`src/bnc_defines.vh`:
```
// shared constants for the bus node check and notification filter
`ifndef BNC_DEFINES_VH
`define BNC_DEFINES_VH

// packet kinds carried in the low control bits
`define BNC_KIND_LSB      0
`define BNC_KIND_MSB      1
`define BNC_KIND_REQ      2'h0
`define BNC_KIND_REPLY    2'h1
`define BNC_KIND_NOTIFY   2'h2
`define BNC_KIND_ICR      2'h3

// interconnect register access fields in the control word
`define BNC_ICR_WR_BIT    2
`define BNC_ICR_IDX_LSB   3
`define BNC_ICR_IDX_MSB   7
`define BNC_NODE_LSB      8
`define BNC_MOD_LSB       8
`define BNC_MOD_MSB       13
`define BNC_BUSN_LSB      14
`define BNC_BUSN_MSB      16
`define BNC_NODE_MSB      16

// register file and identifiers
`define BNC_ICR_COUNT     32
`define BNC_ICR_PID_IDX   5'h0_0
`define BNC_PID_RESET     8'h0_0
`define BNC_PID_GLOBAL    8'hf_f

// bus pipeline depth limit
`define BNC_MAX_DEPTH     2'h3

// confinement area reported with an error
`define BNC_AREA_NONE     2'h0
`define BNC_AREA_MODULE   2'h1
`define BNC_AREA_BUS      2'h2

`endif

```
`src/bnc_node.v`:
```
// memory bus node: confinement checks and notification filtering
// Functional notes
// - deliver notification only on own or global ID
// - notification is one packet, never answered
// - node holds processor ID loaded at init
// - interconnect registers decoded apart from memory
// - exactly 32 interconnect registers per node
// - node address is module plus bus number
// - two interlaced parity bits generated and checked
// - arbitration lines checked by duplicate compare
// - checker compares master bus drive, reports mismatch
// - check outgoing module data before bus release
// - check bus data before it enters module
// - controller request failure blamed on the bus
// - controller reply checked as it is driven
// - duplicated controller pair, master and checker
// - localize error, report it, then isolate
// - track all bus requests, depth three max
`timescale 1ns/1ns
`default_nettype none
`include "bnc_defines.vh"

module bnc_node #(
  parameter CW   = 17,
  parameter DW   = 32,
  parameter PIDW = 8,
  parameter ARBW = 4
) (
  // clock and reset
  input  wire            sys_clk,
  input  wire            nrst,
  // node configuration
  input  wire            role_mcu,
  input  wire            frc_checker,
  input  wire [5:0]      module_num,
  input  wire [2:0]      bus_num,
  input  wire            init_load,
  input  wire [PIDW-1:0] init_pid,
  // outgoing packets from inside the module
  input  wire            loc_valid,
  output wire            loc_ready,
  input  wire [CW-1:0]   loc_ctl,
  input  wire [DW-1:0]   loc_ad,
  input  wire [1:0]      loc_par,
  // packet driven onto the memory bus
  output reg             out_valid,
  output reg             out_en,
  output reg  [CW-1:0]   out_ctl,
  output reg  [DW-1:0]   out_ad,
  output reg  [1:0]      out_par,
  output reg             out_arb,
  output reg             out_arb_dup,
  // master drive seen on the bus, for the checker
  input  wire            obs_valid,
  input  wire [CW-1:0]   obs_ctl,
  input  wire [DW-1:0]   obs_ad,
  input  wire [1:0]      obs_par,
  // packets received from the memory bus
  input  wire            in_valid,
  input  wire [CW-1:0]   in_ctl,
  input  wire [DW-1:0]   in_ad,
  input  wire [1:0]      in_par,
  input  wire [ARBW-1:0] in_arb,
  input  wire [ARBW-1:0] in_arb_dup,
  // checked packets handed to the module
  output reg             mod_valid,
  output reg  [CW-1:0]   mod_ctl,
  output reg  [DW-1:0]   mod_ad,
  output reg             ipc_valid,
  output reg  [DW-1:0]   ipc_data,
  output reg             icr_rd_valid,
  output reg  [DW-1:0]   icr_rd_data,
  // error flags and state
  output reg             err_parity,
  output reg             err_arb,
  output reg             err_compare,
  output reg             err_local,
  output reg  [1:0]      err_area,
  output reg             isolated,
  output reg  [1:0]      pipe_depth
);

  // -----------------------------------------------------------------
  // helpers
  // -----------------------------------------------------------------
  function [1:0] pkt_kind(input [CW-1:0] ctl);
    pkt_kind = ctl[`BNC_KIND_MSB:`BNC_KIND_LSB];
  endfunction
  // node-local address match: module number plus bus number
  function node_hit(input [CW-1:0] ctl,
                    input [5:0]    mnum,
                    input [2:0]    bnum);
    node_hit = (ctl[`BNC_MOD_MSB:`BNC_MOD_LSB] == mnum) &&
               (ctl[`BNC_BUSN_MSB:`BNC_BUSN_LSB] == bnum);
  endfunction

  // -----------------------------------------------------------------
  // parity generation and checking
  // -----------------------------------------------------------------
  wire [1:0] loc_par_calc;
  wire [1:0] in_par_calc;
  bnc_ilpar #(
    .WIDTH (CW + DW)
  ) u_par_loc (
    .vec (   {loc_ctl, loc_ad}),
    .par (   loc_par_calc)
  );

  bnc_ilpar #(
    .WIDTH (CW + DW)
  ) u_par_in (
    .vec (   {in_ctl, in_ad}),
    .par (   in_par_calc)
  );

  // -----------------------------------------------------------------
  // interconnect registers and inbound decode
  // -----------------------------------------------------------------
  reg  [DW-1:0]   icr [0:`BNC_ICR_COUNT-1];
  wire [4:0]      in_idx  = in_ctl[`BNC_ICR_IDX_MSB:`BNC_ICR_IDX_LSB];
  wire [PIDW-1:0] proc_id = icr[`BNC_ICR_PID_IDX][PIDW-1:0];
  wire [1:0]      in_kind = pkt_kind(in_ctl);
  wire in_par_bad = in_valid && (in_par_calc != in_par);
  wire arb_bad    = (in_arb != in_arb_dup);
  wire in_ok      = in_valid && !in_par_bad && !arb_bad && !isolated;
  // interconnect space never aliases memory space: separate kind code
  wire in_is_icr  = (in_kind == `BNC_KIND_ICR) &&
                    node_hit(in_ctl, module_num, bus_num);
  wire pid_hit    = (in_ad[PIDW-1:0] == proc_id) ||
                    (in_ad[PIDW-1:0] == `BNC_PID_GLOBAL);

  // -----------------------------------------------------------------
  // outbound acceptance
  // -----------------------------------------------------------------
  wire loc_kind_req = (pkt_kind(loc_ctl) == `BNC_KIND_REQ);
  wire loc_take;
  wire loc_bad;
  wire cmp_bad;
  // a new request waits while the shared pipeline is full
  assign loc_ready = !isolated && !out_valid &&
                     (!loc_kind_req ||
                      pipe_depth != `BNC_MAX_DEPTH);
  assign loc_take  = loc_valid && loc_ready;
  assign loc_bad   = loc_take &&
                     (loc_par_calc != loc_par);
  // checker mirrors the master cycle for cycle; any skew is an error
  assign cmp_bad = frc_checker &&
                   ((obs_valid != out_valid) ||
                    (out_valid && ({obs_ctl, obs_ad, obs_par} !=
                                   {out_ctl, out_ad, out_par})));

  // -----------------------------------------------------------------
  // bus output stage
  // -----------------------------------------------------------------
  always @(posedge sys_clk or negedge nrst)
  begin
    if (!nrst)
    begin
      out_valid   <= 1'b0;
      out_en      <= 1'b0;
      out_ctl     <= {CW{1'b0}};
      out_ad      <= {DW{1'b0}};
      out_par     <= 2'h0;
      out_arb     <= 1'b0;
      out_arb_dup <= 1'b0;
    end
    else
    begin
      // released only once its parity from inside the module held
      out_valid   <= loc_take && !loc_bad;
      // the checker computes the same word but never drives it
      out_en      <= loc_take && !loc_bad && !frc_checker;
      if (loc_take && !loc_bad)
      begin
        out_ctl <= loc_ctl;
        out_ad  <= loc_ad;
        out_par <= loc_par_calc;
      end
      out_arb     <= loc_valid && !isolated;
      out_arb_dup <= loc_valid && !isolated;
    end
  end

  // -----------------------------------------------------------------
  // pipeline tracking of every request on the bus
  // -----------------------------------------------------------------
  wire seen_req   = in_ok && (in_kind == `BNC_KIND_REQ);
  wire seen_reply = in_ok && (in_kind == `BNC_KIND_REPLY);

  always @(posedge sys_clk or negedge nrst)
  begin
    if (!nrst)
      pipe_depth <= 2'h0;
    else if (seen_req && !seen_reply && pipe_depth != `BNC_MAX_DEPTH)
      pipe_depth <= pipe_depth + 2'h1;
    else if (seen_reply && !seen_req && pipe_depth != 2'h0)
      pipe_depth <= pipe_depth - 2'h1;
  end

  // -----------------------------------------------------------------
  // delivery into the module
  // -----------------------------------------------------------------
  always @(posedge sys_clk or negedge nrst)
  begin
    if (!nrst)
    begin
      mod_valid    <= 1'b0;
      mod_ctl      <= {CW{1'b0}};
      mod_ad       <= {DW{1'b0}};
      ipc_valid    <= 1'b0;
      ipc_data     <= {DW{1'b0}};
      icr_rd_valid <= 1'b0;
      icr_rd_data  <= {DW{1'b0}};
    end
    else
    begin
      // controllers take requests, switches take replies
      mod_valid <= in_ok &&
                   ((role_mcu && in_kind == `BNC_KIND_REQ) ||
                    (!role_mcu && in_kind == `BNC_KIND_REPLY));
      if (in_ok)
      begin
        mod_ctl <= in_ctl;
        mod_ad  <= in_ad;
      end
      // notifications never touch the pipeline count or get a reply
      ipc_valid <= in_ok && !role_mcu && pid_hit &&
                   (in_kind == `BNC_KIND_NOTIFY);
      if (in_ok && in_kind == `BNC_KIND_NOTIFY)
        ipc_data <= in_ad;
      icr_rd_valid <= in_ok && in_is_icr && !in_ctl[`BNC_ICR_WR_BIT];
      if (in_ok && in_is_icr)
        icr_rd_data <= icr[in_idx];
    end
  end

  // -----------------------------------------------------------------
  // interconnect register writes
  // -----------------------------------------------------------------
  integer r;

  // initialization load takes precedence over a bus write
  always @(posedge sys_clk or negedge nrst)
  begin
    if (!nrst)
      for (r = 0; r < `BNC_ICR_COUNT; r = r + 1)
        icr[r] <= {DW{1'b0}};
    else if (init_load)
      icr[`BNC_ICR_PID_IDX] <= {{(DW-PIDW){1'b0}}, init_pid};
    else if (in_ok && in_is_icr && in_ctl[`BNC_ICR_WR_BIT])
      icr[in_idx] <= in_ad;
  end

  // -----------------------------------------------------------------
  // error flags, confinement area and isolation
  // -----------------------------------------------------------------
  always @(posedge sys_clk or negedge nrst)
  begin
    if (!nrst)
    begin
      err_parity  <= 1'b0;
      err_arb     <= 1'b0;
      err_compare <= 1'b0;
      err_local   <= 1'b0;
      err_area    <= `BNC_AREA_NONE;
      isolated    <= 1'b0;
    end
    else
    begin
      err_parity  <= in_par_bad && !isolated;
      err_arb     <= arb_bad && !isolated;
      err_compare <= cmp_bad && !isolated;
      err_local   <= loc_bad;
      // data checked clean on leaving its module, so a receive
      // failure belongs to the bus, including controller requests
      if (!isolated && (loc_bad || cmp_bad))
        err_area <= `BNC_AREA_MODULE;
      else if (!isolated && (in_par_bad || arb_bad))
        err_area <= `BNC_AREA_BUS;
      // sticky until reset; recovery lives outside this block
      if (loc_bad || cmp_bad || in_par_bad || arb_bad)
        isolated <= 1'b1;
    end
  end

endmodule

`default_nettype wire

```
`src/bnc_ilpar.v`:
```
// two interlaced parity bits over a bus word
`timescale 1ns/1ns
`default_nettype none

module bnc_ilpar #(
  parameter WIDTH = 49
) (
  // word to cover
  input  wire [WIDTH-1:0] vec,
  // bit 0 covers even positions, bit 1 odd positions
  output reg  [1:0]       par
);

  integer i;

  // interlacing lets one pair catch any two adjacent stuck lines
  always @*
  begin
    par = 2'h0;
    for (i = 0; i < WIDTH; i = i + 1)
    begin
      par[i % 2] = par[i % 2] ^ vec[i];
    end
  end

endmodule

`default_nettype wire

```
`config.mk`:
```
export PLATFORM = sky130hd
export DESIGN_NAME = bnc_node
export DESIGN_NICKNAME = d
export VERILOG_FILES = /design/src/bnc_node.v /design/src/bnc_ilpar.v
export VERILOG_INCLUDE_DIRS = /design/src
export SDC_FILE = /design/constraint.sdc
export NUM_CORES = 2
export LEC_CHECK = 0
export ABC_AREA = 1
export BUFFER_PORTS_ARGS = -buffer_cell sky130_fd_sc_hd__buf_2
export CORE_MARGIN = 10
export CORE_UTILIZATION = 60
export DETAILED_ROUTE_END_ITERATION = 16
export GPL_ROUTABILITY_DRIVEN = 0
export PLACE_DENSITY = 0.79
export SKIP_LAST_GASP = 1
export SLEW_MARGIN = 20
export SYNTH_ARGS = -nofsm -noshare
export SYNTH_HDL_FRONTEND = slang
export SYNTH_SLANG_ARGS = --single-unit
```
`constraint.sdc`:
```
create_clock -name sys_clk -period 2.58 [get_ports sys_clk]
set_input_delay 0.129 -clock sys_clk [delete_from_list [all_inputs] [get_ports sys_clk]]
set_output_delay 0.129 -clock sys_clk [all_outputs]
set_load 0.01 [all_outputs]
```
# Word level (Yosys, flattened, before mapping)
# Index checks and enable logic that the tools add are counted.
# word_totals
regBits,1203
latch_bits,0
ramBits,0
mem_bits_ro,0
inputBits,186
output_inout_bits,181
elab_cells,240
memories,0
# classes
n_addsub,2
multipliers,0
n_div,0
magnitude_cmp,2
eq_ne,13
shift,0
mux,12
bitwise_logic,96
reduce_logical,63
# ops
cell,n
$bwmux W1024,1
$mux W1024,1
$bmux W32 S5,1
$demux W32 S5,1
$mux W32,4
$xor A1 B1 Y1,94
$ne A51 B51 Y1,1
$logic_and A1 B1 Y1,37
$logic_not A1 Y1,11
$eq A8 B8 Y1,1
$eq A8 B8 Y1 const B,1
$logic_or A1 B1 Y1,8
$mux W2,4
$reduce_bool A2 Y1,4
$eq A6 B6 Y1,1
$ge A6 B6 Y1 const B,1
$lt A6 B1 Y1 const B,1
$not A5 Y6,1
$eq A2 B2 Y1 const B,2
$logic_not A2 Y1,2
$ne A2 B2 Y1,2
$ne A4 B4 Y1,1
$eq A3 B3 Y1,1
$add A2 B1 Y2 const B,1
6 further kinds,6

# Logic depth before layout (Yosys ltp)
# depth
depth_word,36
depth_mapped,22
depth_no_buf,22

# Cells and area by module
# Synthesis repeated with hierarchy kept, for this count alone.
# hier_totals
hier_cells,7322
hier_area_um2,57405.1
# by_module_without_submodules
mod,n_inst,cells_each,area_each_um2,seq_area_each_um2
bnc_node,1,6954,55831.0,30103.9
bnc_ilpar,2,184,787.0,0.0

# Worst setup path after synthesis
# OpenSTA, ideal clock, no wires.
# synth_path
path_kind,input-to-reg
start,input port in_ctl[3]
end,register icr[887] (netlist bit)
setup_time_ps,132
t_arrival_ps,2008
t_required_ps,2448
path_slack_ps,440
stages,19
n_path_buf,3
cell_sequence,buf_2 > inv_2 > nand2_1 > nand2_1 > nand2_1 > nand2_1 > nand3_1 > nand2_1 > nand2_1 > nand2_1 > nand3_1 > nand2_1 > nand4_4 > nor2_8 > buf_6 > nand3_4 > buf_2 > nand2_1 > o21ai_1
# synth_between
elab_chain_cells,16
elab_cells_between_ends,23
cone_classes,order compare: 2; eq/ne: 1; mux: 3; bitwise: 8; reduce/logical: 9
# synth_lines
element,line,rtl
"start, declared",bnc_node.v:60,"input wire [CW-1:0] in_ctl,"
$xor A1 B1 Y1 (7 in series),bnc_ilpar.v:22,par[i % 2] = par[i % 2] ^ vec[i];
$ne A2 B2 Y1,bnc_node.v:123,wire in_par_bad = in_valid && (in_par_calc != in_par);
$logic_and A1 B1 Y1,bnc_node.v:123,
$logic_not A1 Y1,bnc_node.v:125,wire in_ok = in_valid && !in_par_bad && !arb_bad && !isolated;
$logic_and A1 B1 Y1 (3 in series),bnc_node.v:125,
$logic_and A1 B1 Y1 (2 in series),bnc_node.v:250,else if (in_ok && in_is_icr && in_ctl[`BNC_ICR_WR_BIT])
$reduce_and A2 Y1 (no line),-,
"end signal, assigned by index",bnc_node.v:247,icr[r] <= {DW{1'b0}};
"end signal, assigned by index",bnc_node.v:249,"icr[`BNC_ICR_PID_IDX] <= {{(DW-PIDW){1'b0}}, init_pid};"
"end signal, assigned by index",bnc_node.v:251,icr[in_idx] <= in_ad;
"end, declared",bnc_node.v:119,reg [DW-1:0] icr [0:`BNC_ICR_COUNT-1];
# Several ways; a longest one is shown, not always the timed one.
# A chain may end at the register's enable or synchronous reset.

# Final worst setup path
# layout_path
start,register out_ad[22]
end,register isolated
# layout_between
elab_chain_cells,7
# layout_lines
element,line,rtl
"start, declared",bnc_node.v:49,"output reg [DW-1:0] out_ad,"
"start signal, assigned",bnc_node.v:162,out_ad <= {DW{1'b0}};
"start signal, assigned",bnc_node.v:176,out_ad <= loc_ad;
$ne A51 B51 Y1,bnc_node.v:149,"(out_valid && ({obs_ctl, obs_ad, obs_par} !="
$logic_and A1 B1 Y1,bnc_node.v:149,
$logic_or A1 B1 Y1,bnc_node.v:148,((obs_valid != out_valid) ||
$logic_and A1 B1 Y1,bnc_node.v:147,assign cmp_bad = frc_checker &&
$logic_or A1 B1 Y1 (3 in series),bnc_node.v:281,if (loc_bad || cmp_bad || in_par_bad || arb_bad)
"end signal, assigned",bnc_node.v:266,isolated <= 1'b0;
"end signal, assigned",bnc_node.v:282,isolated <= 1'b1;
"end, declared",bnc_node.v:79,"output reg isolated,"
# Every way passes these cells.

==> results by group <==
Synth
  • Mux contribution to synthesized area: 0%
  • Synth async-reset ratio: 100%
  • Mean area per synthesized cell: approximately 8.8 µm²
  • Synth top area share: 56.0%
  • Register area share after synthesis: 56.0%
  • Post-synthesis compound-gate area fraction: between 15 and 20%
  • Mapped Area: approximately 54000 µm²
  • Post-synth top area cell: dfrtp_1
  • Ys flop type: dfrtp_1
  • Top-count cell post-synth: nand2_1
  • EDFF count, synth: 0
  • Xor/xnor share of the synthesized area: less than 1%
  • Post-synth net total: 6305
  • Adder-cell share of the synthesized area: 0%
  • Synth unique cells: 43
  • Synth top cells by count: nand2_1, dfrtp_1, o21ai_1
  • Synth Instances: 6119
  • Area contributors post-synth: dfrtp_1, nand2_1, o21ai_1
  • Synth Register Bits: approximately 1200
  • Synth warnings: 0
  • Simple-gate share of the synthesized area: between 20% and 30%
  • Combinational family with the most area after synthesis: simple AND/OR/NAND/NOR gates

Die
  • Die Ht: roughly 320 µm
  • # rows: roughly 110
  • Core area: a little under 90000 µm²
  • I/O pins: 367
  • Die area: slightly above 100000 µm²
  • Initial core utilization: 60.6%
  • Chip Width: between 300 and 400 µm

Clock tree
  • H-tree levels: 3
  • CTS Buf Count: ~120
  • # clock sinks: approximately 1200
  • CTS tree: done
  • Clock Latency Late Sink: around 0.71 ns
  • CTS Root Cell: clkbuf_16
  • Clk slew on worst S/H paths: 0.06 ns
  • Clk buf depth: 3

Worst setup path
  • Max FO, Critical Path: 3
  • WS Path Type: reg -> reg
  • Reg2Reg Launch Point: out_ad[22]$_DFFE_PN0P_
  • CP endpoint kind: register
  • R2R depth: 9
  • CP required: 3.16 ns
  • Flop2flop setup slack: between 0.007 and 0.008 ns
  • Crit path launch type: register
  • Crit path DAT: between 3 and 4 ns
  • Worst R2R End: isolated$_DFFE_PN0P_

STA
  • Final clock skew: ~0.033 ns
  • Min cycle time layout: 2.57 ns
  • Final Hold Vio Count: 1
  • Achievable clock frequency: between 300 and 400 MHz
  • # setup viols final: 0
  • Fin crit share: 99.7%
  • Max Slew Vio Count: 0
  • Actual slew at the worst max-slew pin: between 0.9 and 1 ns
  • TNS Setup: 0 ns
  • Worst hold slack: -0.00533 ns
  • Rel. slew slack: 33.9%

Placement
  • Placed Instances: between 7000 and 8000
  • # port buffers: 366
  • HPWL after detailed placement: 118000 µm

Global route
  • Largest net degree at the start of global routing: 160
  • Vias in the first global route: approximately 50000
  • First-pass GRT wire length: approximately 290000 µm
  • Initial antenna violation count: 5
  • GRT overflow: 0
  • All-Layer GR Usage: 36.6%

Power and ir drop
  • Switching Share: between 20% and 30%
  • Clk pwr share: about 44%
  • Lkg Pwr: roughly 0.029 µW
  • Seq pwr share: 48.0%
  • Pwr/cell area: just over 600 nW/µm²
  • VDD IR-drop max: around 0.00055 V
  • Comb pwr share: under 10%
  • P_int: ~30000 µW
  • Sw power: between 9000 and 10000 µW

Detailed routing
  • Routed WL: a little under 200000 µm
  • Vias per std cell: roughly 6.6
  • DRT Pass-1 Iters: 9
  • Mean routed wirelength per cell: 25.1 µm
  • Remaining DRCs: 0
  • Vias: approximately 50000
  • Final antenna-violating net count: 0
  • DR iter-0 viols: approximately 8000

Worst hold path
  • HP Start: in_ctl[4]
  • Hold Path Class: in -> reg
  • Hold endpoint: mod_ctl[4]$_DFFE_PN0P_
  • Hold Path Cell Cnt: 4

Finish
  • # fillers: ~6000
  • Post-Route Utilization: about 72%
  • Final net count: between 6000 and 7000
  • Synthesis-to-layout area growth: 19.3%
  • Fraction of layout cells with a size suffix above 1: 14.8%
  • Post-Layout Cell Count: 7774

Run status
  • Failing checks: hold timing
  • Outcome: finished, violations left

Job
  • Max-cap violation count: 0
## kinds of logic (layout without fill, tap and decap cells)
kind of cell,count (synthesis),in the layout
XOR/XNOR,47,47
AO/OA/AOI/OAI,1661,1661
flip-flops,1203,1203
buffers and inverters,729,1215
other,0,4
AND/OR/NAND/NOR,2479,2479
## how the worst max path moves through the flow
stage,cells after the start,to,slack [ns],startpoint
3_5_place_dp,11,icr_rd_data[18]$_DFFE_PN0N_,-0.03,in_ctl[3]
4_1_cts,19,mod_valid$_DFF_PN0_,0.01,in_ctl[8]
2_1_floorplan,19,icr[887]$_DFFE_PN0P_,0.44,in_ctl[3]
6_report,9,isolated$_DFFE_PN0P_,0.007,out_ad[22]$_DFFE_PN0P_
5_1_grt,21,icr[24]$_DFFE_PN0P_,-0.05,in_ad[14]
3_3_place_gp,13,icr_rd_data[11]$_DFFE_PN0N_,-0.06,in_ctl[3]
## stage by stage
| step | setup WS, ns | power, µW | cell area (µm²) |
|---|---|---|---|
| after floorplan | 0.440 | 20700 | 53700 |
| after global placement | -0.0622 | 22200 | 58600 |
| after detailed placement | -0.0344 | 22200 | 58600 |
| after CTS | 0.0150 | 39500 | 63700 |
| after global routing | -0.0462 | 40700 | 64100 |
| final | 0.00732 | 39700 | 64100 |
## state kept, by name, summed over array words and instances, names as in the netlist, 2 cells and up
name and flops:
err_area 2, icr 1024, icr_rd_data 32, ipc_data 32, mod_ad 32, mod_ctl 17, out_ad 32, out_ctl 17
out_par 2, pipe_depth 2
## power by group through the flow
stage / Sequential [µW] / Clock (µW) / Combinational, µW
floorplan: 19400 / 0 / 1230
global placement: 19400 / 0 / 2800
detailed placement: 19400 / 0 / 2830
CTS: 19100 / 17500 / 2990
global route: 19100 / 18300 / 3310
finish: 19100 / 17500 / 3140
## repair_timing
action	CTS	global route
buffers inserted	0	7
gates resized for setup	0	55
hold buffers	121	1
setup endpoints to repair	0	94
endpoints found under the hold margin	910	1
## per-layer routing
| metal | up-vias | GRT usage (%) | wire length (µm) |
|---|---|---|---|
| li1 | 21880 | - | - |
| met1 | 24439 | 46.8 | 69300 |
| met2 | 3925 | 56.3 | 86600 |
| met3 | 741 | 11.0 | 28000 |
| met4 | 6 | 18.8 | 11100 |
| met5 | - | 0 | 67 |
## placed cells by master, fill, tap and decap left out, types with 5 or more instances in the layout
master | synthesis | routed
a2111oi_0 | 41 | 35
a2111oi_1 | 0 | 5
a22oi_1 | 256 | 256
a31oi_1 | 211 | 211
buf_12 | 2 | 111
buf_2 | 165 | 353
buf_4 | 1 | 212
bufinv_16 | 0 | 11
clkbuf_1 | 347 | 23
clkbuf_16 | 0 | 126
clkbuf_8 | 0 | 25
clkinv_1 | 7 | 6
clkinv_2 | 0 | 23
dfrtp_1 | 1203 | 1203
dlygate4sd3_1 | 0 | 118
inv_1 | 169 | 159
inv_2 | 19 | 26
nand2_1 | 1596 | 1588
nand2_2 | 1 | 9
nand3_1 | 639 | 638
nand3_2 | 6 | 6
nand3_4 | 25 | 26
nand4_1 | 37 | 37
nor2_1 | 97 | 90
nor3_1 | 27 | 26
nor4_1 | 25 | 24
o21ai_0 | 317 | 316
o21ai_1 | 810 | 811
o22ai_1 | 13 | 13
or2_2 | 14 | 14
xnor2_1 | 20 | 20
xor2_1 | 26 | 26
## final cells by class
cell class              count  area [µm²]  area share, %
clock buffers             165        3360           5.24
inverters                 195         747           1.17
well taps                1165        1460           2.27
diodes                      4        10.0         0.0156
repair buffers            814        7120           11.1
multi-input cells        4187       20800           32.4
clock inverters            41         533          0.832
flip-flops and latches   1203       30100           47.0
## critical path: stages, from the launching register on
cell and delay [ns]:
dfrtp_1 0.40, inv_1 0.10, o21ai_0 0.18, nor4_1 0.53, nand4_1 0.19, nor2_1 0.13, nand2_1 0.09, nand2_1 0.14
nand4_1 0.12, dlygate4sd3_1 0.58
Note: power is estimated with default switching activity, not from simulation.
